[config.mk]
export PLATFORM = sky130hd
export DESIGN_NAME = fsync_adc_port
export DESIGN_NICKNAME = d
export VERILOG_FILES = /design/src/rtl/fsync_adc_pkg.sv /design/src/rtl/sample_fifo.sv /design/src/rtl/fsync_adc_port.sv
export VERILOG_INCLUDE_DIRS = /design/src /design/src/rtl
export SDC_FILE = /design/constraint.sdc
export NUM_CORES = 1
export LEC_CHECK = 0
export BUFFER_PORTS_ARGS = -buffer_cell sky130_fd_sc_hd__buf_4
export CAP_MARGIN = 30
export CELL_PAD_IN_SITES_DETAIL_PLACEMENT = 1
export CELL_PAD_IN_SITES_GLOBAL_PLACEMENT = 1
export CORE_MARGIN = 3
export CORE_UTILIZATION = 47
export DETAILED_ROUTE_END_ITERATION = 10
export HOLD_SLACK_MARGIN = 0.1
export PLACE_DENSITY_LB_ADDON = 0.25
export SLEW_MARGIN = 20
export SYNTH_ARGS = -nofsm -noshare
export SYNTH_HDL_FRONTEND = slang
export SYNTH_HIERARCHICAL = 1
export SYNTH_SLANG_ARGS = --single-unit
[constraint.sdc]
create_clock -name clk_i -period 2.8 [get_ports clk_i]
set_clock_uncertainty 0.2 [all_clocks]
set_input_delay 0.28 -clock clk_i [delete_from_list [all_inputs] [get_ports clk_i]]
set_output_delay 0.28 -clock clk_i [all_outputs]
set_load 0.01 [all_outputs]
[src/rtl/fsync_adc_regs.svh]
// constants for the frame-sync converter port: field positions, widths, timing counts
`ifndef FSYNC_ADC_REGS_SVH
`define FSYNC_ADC_REGS_SVH
// result word layout
`define RESULT_BITS 14
`define FRAME_BITS 24
`define LEAD_ZERO_BITS 8
`define STATUS_BITS 2
// fifo shape
`define FIFO_WIDTH 16
`define FIFO_DEPTH 8
// conversion time in serial clock periods after the frame pulse
`define CONV_SCLK_CYCLES 5'h02
`endif

[src/rtl/fsync_adc_pkg.sv]
// types for the frame-sync converter port
package fsync_adc_pkg;
   // interface mode latched at the select falling edge
   typedef enum logic [0:0] {
      MODE_SERIAL = 1'b0,
      MODE_FRAME_SYNC = 1'b1
   } port_mode_t;
   // conversion sequencer states
   typedef enum logic [1:0] {
      ST_IDLE = 2'b00,
      ST_CONVERT = 2'b01,
      ST_SHIFT = 2'b10
   } conv_state_t;
endpackage

[src/rtl/sample_fifo.sv]
// small synchronous fifo holding converter samples
`timescale 1ns/100ps
module sample_fifo #(
   parameter int WIDTH = 16,
   parameter int DEPTH = 8
) (
   // clock and control
   input wire logic clk_i,
   input wire logic reset_i,
   input wire logic clk_en_i,
   // write side
   input wire logic in_valid_i,
   output logic in_ready_o,
   input wire logic [WIDTH-1:0] in_data_i,
   // read side
   output logic out_valid_o,
   input wire logic out_ready_i,
   output logic [WIDTH-1:0] out_data_o
);
   localparam int AW = $clog2(DEPTH);
   // ===========================================
   // storage
   logic [WIDTH-1:0] mem [DEPTH];
   logic [AW-1:0] wr_reg, wr_next, rd_reg, rd_next;
   logic [AW:0] cnt_reg, cnt_next;
   logic push, pop;
   logic ready_reg, ready_next; // not-full flag, registered so the port sees a flop

   assign in_ready_o = ready_reg;
   assign out_valid_o = (cnt_reg != '0);
   assign out_data_o = mem[rd_reg];
   assign push = in_valid_i && in_ready_o;
   assign pop = out_valid_o && out_ready_i;

   // pointer and count update
   always_comb begin
      wr_next = wr_reg;
      rd_next = rd_reg;
      cnt_next = cnt_reg;
      if (push) begin
         wr_next = (wr_reg == AW'(DEPTH-1)) ? '0 : wr_reg + 1'b1;
      end
      if (pop) begin
         rd_next = (rd_reg == AW'(DEPTH-1)) ? '0 : rd_reg + 1'b1;
      end
      if (push && !pop) begin
         cnt_next = cnt_reg + 1'b1;
      end else if (pop && !push) begin
         cnt_next = cnt_reg - 1'b1;
      end
      // full follows the new count, so ready drops on the edge that fills the last slot
      ready_next = (cnt_next != (AW+1)'(DEPTH));
   end

   // registers; the array is written only on accepted pushes
   always_ff @(posedge clk_i) begin
      if (reset_i) begin
         wr_reg <= '0;
         rd_reg <= '0;
         cnt_reg <= '0;
         ready_reg <= 1'b1;
      end else if (clk_en_i) begin
         wr_reg <= wr_next;
         rd_reg <= rd_next;
         cnt_reg <= cnt_next;
         ready_reg <= ready_next;
         if (push) begin
            mem[wr_reg] <= in_data_i;
         end
      end
   end
endmodule

[src/rtl/fsync_adc_port.sv]
// frame-synchronised serial port of a multichannel converter, device side
`timescale 1ns/100ps
`include "fsync_adc_regs.svh"

// Behaviour
// - frame-sync mode runs only from serial clock
// - frame-sync pin sampled at select fall
// - low sample enters frame-sync mode
// - mode held while select stays low
// - incoming frame pulse starts a conversion
// - outgoing pulse when top bit appears
// - scan configuration ignored in this mode
// - data output changes on clock falls
// - zeros byte, top bits, low bits plus status
module fsync_adc_port (
   // clock, reset, enable
   input wire logic clk_i,
   input wire logic reset_i,
   input wire logic clk_en_i,
   // pins from the processor
   input wire logic sclk_i,
   input wire logic select_n_i,
   input wire logic frame_sync_in_i,
   // pins to the processor
   output logic sdata_o,
   output logic frame_sync_out_o,
   // converter core side: sample stream in
   input wire logic sample_valid_i,
   output logic sample_ready_o,
   input wire logic [`RESULT_BITS-1:0] sample_i,
   input wire logic [`STATUS_BITS-1:0] sample_status_i,
   // scan request from the channel logic
   input wire logic scan_enable_i,
   // status
   output logic frame_mode_o,
   output logic scan_active_o
);
   // ===========================================
   // pin synchronisers (two flops, first read only by second)
   logic [1:0] sclk_sync, sel_sync, fsi_sync;
   logic sclk_d, sel_d;
   logic sclk_rise, sclk_fall, sel_fall;

   always_ff @(posedge clk_i) begin
      if (reset_i) begin
         sclk_sync <= 2'h0;
         sel_sync <= 2'h3;
         fsi_sync <= 2'h3;
         sclk_d <= 1'b0;
         sel_d <= 1'b1;
      end else if (clk_en_i) begin
         sclk_sync <= {sclk_sync[0], sclk_i};
         sel_sync <= {sel_sync[0], select_n_i};
         fsi_sync <= {fsi_sync[0], frame_sync_in_i};
         sclk_d <= sclk_sync[1];
         sel_d <= sel_sync[1];
      end
   end

   // edges of the processor clock and select, from the settled copies
   assign sclk_rise = sclk_sync[1] && !sclk_d;
   assign sclk_fall = !sclk_sync[1] && sclk_d;
   assign sel_fall = !sel_sync[1] && sel_d;

   // ===========================================
   // sample buffer between the converter core and the shifter
   logic fifo_valid, fifo_pop;
   logic [`FIFO_WIDTH-1:0] fifo_data;

   sample_fifo #(
      .WIDTH(`FIFO_WIDTH),
      .DEPTH(`FIFO_DEPTH)
   ) u_fifo (
      .clk_i(clk_i),
      .reset_i(reset_i),
      .clk_en_i(clk_en_i),
      .in_valid_i(sample_valid_i),
      .in_ready_o(sample_ready_o),
      .in_data_i({sample_i, sample_status_i}),
      .out_valid_o(fifo_valid),
      .out_ready_i(fifo_pop),
      .out_data_o(fifo_data)
   );

   // ===========================================
   // mode, sequencer and shifter
   fsync_adc_pkg::port_mode_t mode_reg, mode_next;
   fsync_adc_pkg::conv_state_t state_reg, state_next;
   logic [4:0] cnt_reg, cnt_next;            // bit or wait counter
   logic [`FRAME_BITS-1:0] shift_reg, shift_next;
   logic sdata_reg, sdata_next;
   logic fso_reg, fso_next;
   logic scan_reg, scan_next;

   // next-state logic for the whole port
   always_comb begin
      mode_next = mode_reg;
      state_next = state_reg;
      cnt_next = cnt_reg;
      shift_next = shift_reg;
      sdata_next = sdata_reg;
      fso_next = fso_reg;
      fifo_pop = 1'b0;
      // mode picked from the frame-sync level at each select fall; the
      // clock is always the processor's, no internal oscillator path exists
      if (sel_fall) begin
         mode_next = fsi_sync[1] ? fsync_adc_pkg::MODE_SERIAL
                                 : fsync_adc_pkg::MODE_FRAME_SYNC;
      end
      // releasing select leaves frame-sync mode; low select keeps it
      if (sel_sync[1]) begin
         mode_next = fsync_adc_pkg::MODE_SERIAL;
      end
      // pulse ends one processor clock period after it rose
      if (sclk_fall && fso_reg) begin
         fso_next = 1'b0;
      end
      unique case (state_reg)
         fsync_adc_pkg::ST_IDLE: begin
            // a frame pulse on a rising clock edge starts one conversion
            if (mode_reg == fsync_adc_pkg::MODE_FRAME_SYNC && !sel_sync[1] &&
                sclk_rise && fsi_sync[1]) begin
               state_next = fsync_adc_pkg::ST_CONVERT;
               cnt_next = `CONV_SCLK_CYCLES;
            end
         end
         fsync_adc_pkg::ST_CONVERT: begin
            // wait a few clock falls, then launch the first (zero) bit
            if (sclk_fall) begin
               if (cnt_reg != 5'h00) begin
                  cnt_next = cnt_reg - 5'h01;
               end else if (fifo_valid) begin
                  fifo_pop = 1'b1;
                  // zeros byte, then result, then two status bits
                  shift_next = {{`LEAD_ZERO_BITS{1'b0}}, fifo_data};
                  sdata_next = 1'b0;
                  cnt_next = 5'(`FRAME_BITS - 1);
                  state_next = fsync_adc_pkg::ST_SHIFT;
               end
            end
         end
         fsync_adc_pkg::ST_SHIFT: begin
            if (sclk_fall) begin
               shift_next = {shift_reg[`FRAME_BITS-2:0], 1'b0};
               sdata_next = shift_reg[`FRAME_BITS-2];
               // msb leaves on the fall that starts bit 8
               fso_next = (cnt_reg == 5'(`FRAME_BITS - `LEAD_ZERO_BITS));
               cnt_next = cnt_reg - 5'h01;
               if (cnt_reg == 5'h00) begin
                  sdata_next = 1'b0;
                  fso_next = 1'b0;
                  state_next = fsync_adc_pkg::ST_IDLE;
               end
            end
         end
         default: state_next = fsync_adc_pkg::ST_IDLE;
      endcase
      // scanning only outside frame-sync mode
      scan_next = scan_enable_i && (mode_reg == fsync_adc_pkg::MODE_SERIAL);
   end

   // registers for the port
   always_ff @(posedge clk_i) begin
      if (reset_i) begin
         mode_reg <= fsync_adc_pkg::MODE_SERIAL;
         state_reg <= fsync_adc_pkg::ST_IDLE;
         cnt_reg <= 5'h00;
         shift_reg <= '0;
         sdata_reg <= 1'b0;
         fso_reg <= 1'b0;
         scan_reg <= 1'b0;
      end else if (clk_en_i) begin
         mode_reg <= mode_next;
         state_reg <= state_next;
         cnt_reg <= cnt_next;
         shift_reg <= shift_next;
         sdata_reg <= sdata_next;
         fso_reg <= fso_next;
         scan_reg <= scan_next;
      end
   end

   assign sdata_o = sdata_reg;
   assign frame_sync_out_o = fso_reg;
   assign frame_mode_o = mode_reg;
   assign scan_active_o = scan_reg;

   // ===========================================
   // checks
   a_mode_low_fs: assert property (@(posedge clk_i) disable iff (reset_i)
      clk_en_i && sel_fall && !fsi_sync[1] |=> frame_mode_o)
      else $error("frame-sync mode not entered on low sample");
   a_mode_high_fs: assert property (@(posedge clk_i) disable iff (reset_i)
      clk_en_i && sel_fall && fsi_sync[1] |=> !frame_mode_o)
      else $error("serial mode not kept on high sample");
   a_mode_held: assert property (@(posedge clk_i) disable iff (reset_i)
      clk_en_i && frame_mode_o && !sel_sync[1] && !sel_fall |=> frame_mode_o)
      else $error("mode lost while select low");
   a_scan_off: assert property (@(posedge clk_i) disable iff (reset_i)
      clk_en_i && frame_mode_o |=> !scan_active_o)
      else $error("scan active in frame-sync mode");
   a_data_falls: assert property (@(posedge clk_i) disable iff (reset_i)
      $changed(sdata_o) |-> $past(sclk_fall))
      else $error("data changed away from clock fall");
   a_fso_align: assert property (@(posedge clk_i) disable iff (reset_i)
      $rose(frame_sync_out_o) |-> $past(sclk_fall))
      else $error("outgoing pulse not launched on a clock fall");
   a_fso_width: assert property (@(posedge clk_i) disable iff (reset_i)
      clk_en_i && frame_sync_out_o && !sclk_fall |=> frame_sync_out_o)
      else $error("outgoing pulse shorter than one clock period");
   a_fso_end: assert property (@(posedge clk_i) disable iff (reset_i)
      clk_en_i && frame_sync_out_o && sclk_fall |=> !frame_sync_out_o)
      else $error("outgoing pulse longer than one clock period");
   a_start_conv: assert property (@(posedge clk_i) disable iff (reset_i)
      clk_en_i && state_reg == fsync_adc_pkg::ST_IDLE && frame_mode_o && !sel_sync[1] &&
      sclk_rise && fsi_sync[1] |=> state_reg == fsync_adc_pkg::ST_CONVERT)
      else $error("frame pulse did not start a conversion");
   a_fso_idle: assert property (@(posedge clk_i) disable iff (reset_i)
      state_reg != fsync_adc_pkg::ST_SHIFT |-> ##1 !$rose(frame_sync_out_o))
      else $error("outgoing pulse outside data phase");
endmodule

==> flow_metrics.py <==
metrics = {
    "pwr": {
        "ir_worst_vdd_uv": 718,
        "switching_power_mw": 1.17,
        "p_comb_share_pct": 3.5,
        "leakagePower_nw": 2.95,
        "clock_power_share_pct": 42.4,
        "switching_share_pct": 21.6,
        "p_total_mw": 5.42,
        "p_per_area_nw_per_um2": 600,
        "p_int_mw": 4.25,
        "seq_power_share_pct": 54.1,
    },
    "drt": {
        "drc_errors": 0,
        "finalWirelength_microns": 16600,
        "first_iter_violations": 161,
        "antenna_left": 0,
        "routedWlPerCell_microns": 20.8,
        "drtPass1Iterations": 4,
        "vias": 4566,
        "vias_per_cell": 5.71,
    },
    "worst_setup_path": {
        "path_max_fanout": 5,
        "worstSetupPathType": "flip-flop to flip-flop",
        "slowest_stage": "or3b_1",
        "endpoint_kind": "flip-flop",
        "crit_chain": "inv_1, ha_1, or3b_1, nand2_1, nor2_4, a21bo_2, nor2b_2, nor4_1, o22a_1, a31oi_1",
        "worstPathArrival_ps": 2720,
        "timing.critical_path.buf_inv": 1,
        "max_stage_delay_ps": 380,
        "path_delay_family": "simple AND/OR/NAND/NOR gates",
        "critical_path_required_ps": 2920,
        "startpoint_type": "flip-flop",
    },
    "cells_and_area": {
        "nNetsFinal": 607,
        "post_route_cells_drive_above_1_share_pct": 26.2,
        "fin_area_sq_um": 9030,
        "fillers": 1559,
        "utilization_pct": 56.5,
        "diodes": 0,
        "largest_register_ffs": 128,
        "areaGrowthSynthToFinish_pct": 16.6,
    },
    "floorplan": {
        "core_area_sq_um": 16000,
        "dieHeight_microns": 134,
        "num_rows": 46,
        "die_w_microns": 134,
        "floorplan.io_pins": 29,
        "initial_core_util_pct": 48.4,
        "die-area_sq_um": 18100,
    },
    "timing": {
        "setup_viol": 0,
        "min_period_ps": 2610,
        "max_freq_ghz": 0.383,
        "drv_slew": 0,
        "slew_headroom_pct": 52.5,
        "tns_ps": 0,
        "rsz0062_at_grt": "false",
        "tightest_slew_ps": 706,
        "fin_crit_sh_pct": 93.1,
        "final_hold_viol_count": 0,
        "hold_ws_ps": 177,
    },
    "grt": {
        "antenna_found_initial": 0,
        "grt_max_degree": 37,
        "gr-total-overflow": 0,
        "grt_pass1_vias": 4926,
        "grt.total_usage_pct": 19.8,
        "grt_pass1_wl_microns": 27000,
    },
    "yosys": {
        "synth_xor_xnor_area_share_pct": 0.339,
        "yosysSeqAreaShare_pct": 64.1,
        "yosys-top-cells-area": "edfxtp_1 50%, dfxtp_1 14%, mux4_2 9.3%",
        "yosys.area_share.simple_pct": 6.93,
        "yosys_warnings": 6,
        "synth_top_area_share_pct": 49.6,
        "synth_area_leader_cell": "edfxtp_1",
        "synthMuxAreaShare_pct": 15.5,
        "synthDistinctLibCells": 58,
        "synth_most_common_cell": "edfxtp_1",
        "yosys.area_share.adder_pct": 1.78,
        "synth_edf_count": 128,
        "ys_top_cells_by_count": "128 x edfxtp_1, 56 x dfxtp_1, 39 x a21oi_1, 32 x mux4_2, 30 x mux2i_1",
        "synth_flop_cell": "edfxtp_1",
        "synth-seq-cells": 184,
        "syn_area_sq_um": 7740,
        "synth_top_family_by_area": "multiplexers",
        "synth-compound-area-share_pct": 8.52,
        "synth_nets": 548,
        "avgSynthCellArea_sq_um": 15.1,
        "async_reset_ff_share_pct": 0,
        "synth_cells": 513,
    },
    "worst_hold_path": {
        "min_path_type": "input pin to flip-flop",
    },
    "cts": {
        "clk_latency_ps": 430,
        "cts_buffer_depth": 2,
        "post_cts_buffers": 0,
        "cts_inserted_buffers": 17,
        "htree_num_levels": 4,
        "cts_tree": "yes",
        "path_clk_slew_ps": 70,
        "root_buffer": "clkbuf_16",
        "clock_sinks": 184,
    },
    "place": {
        "dpl.hpwl_microns": 9960,
        "placed_cell_area_sq_um": 8230,
        "port_buffers": 28,
        "gp_congestion": 0.805,
    },
    "flow_run": {
        "drv_cap": 0,
    },
    "outcome": {
        "outcome": "finished clean",
    },
}
## layer usage
metal	track usage (%)	vias up	part of all wire [%]
met5	0	-	0
met4	6.39	0	1.4
met3	4.24	14	3.1
met2	34.3	71	53
met1	24.8	2364	42
li1	-	2117	-
## what timing repair did
item	4_1_cts	5_1_grt
setup endpoints to repair	0	3
gates resized for setup	0	2
endpoints found under the hold margin	148	0
hold buffers	23	0
## power by group through the flow
stage	clock [mW]	combinational [mW]	sequential (mW)
floorplan	0	0.0878	2.99
global placement	0	0.156	2.99
detailed placement	0	0.163	2.99
CTS	2.36	0.191	2.93
global route	2.48	0.210	2.93
finish	2.30	0.189	2.93
## layout make-up
cell class,instances,area [sq um],share of cell area (%)
clock buffers,17,425,4.71
flip-flops and latches,184,4970,55.0
multi-input cells,284,2580,28.5
clock inverters,13,136,1.51
repair buffers,71,603,6.68
well taps,216,270,2.99
inverters,14,52.6,0.582
## metrics by stage
stage,cells,worst slack (ps)
global route,799,24.7
finish,799,192
CTS,799,153
detailed placement,746,210
floorplan,513,4.78
global placement,746,288
## worst reg2reg max path, stage by stage, from the launching register on
cell     delay, ps
dfxtp_1        350
inv_1          140
ha_1           250
or3b_1         380
nand2_1        230
nor2_4          80
a21bo_2        260
nor2b_2         70
nor4_1         250
o22a_1         210
a31oi_1         80
## cells in the final DEF, fill, tap and decap left out, types with 17 or more instances in the layout
master,count
mux2i_1,30
dlygate4sd3_1,23
a21oi_1,39
buf_4,47
clkbuf_16,17
dfxtp_1,55
nand2_1,19
edfxtp_1,128
mux4_2,32
nor2_1,25
## cells by family after synthesis
group,Yosys count
buffers and inverters,45
DFF,184
adders and majority gates,11
AOI/OAI and AO/OA,92
xor gates and xnor gates,3
muxes,78
and+or+nand+nor,100
## worst paths after layout
| kind | slack [ps] | from | endpoint | depth (start not counted) |
|---|---|---|---|---|
| max reg2reg | 190 | u_fifo/cnt_reg[0] | u_fifo/in_ready_o | 10 |
| max | 190 | u_fifo/cnt_reg[0] | u_fifo/in_ready_o | 10 |
| min reg2reg | 280 | flip-flop | flip-flop | 2 |
| min | 180 | sample_valid_i | u_fifo/wr_reg[0] | 4 |
Power figures use the tool's default switching activity.
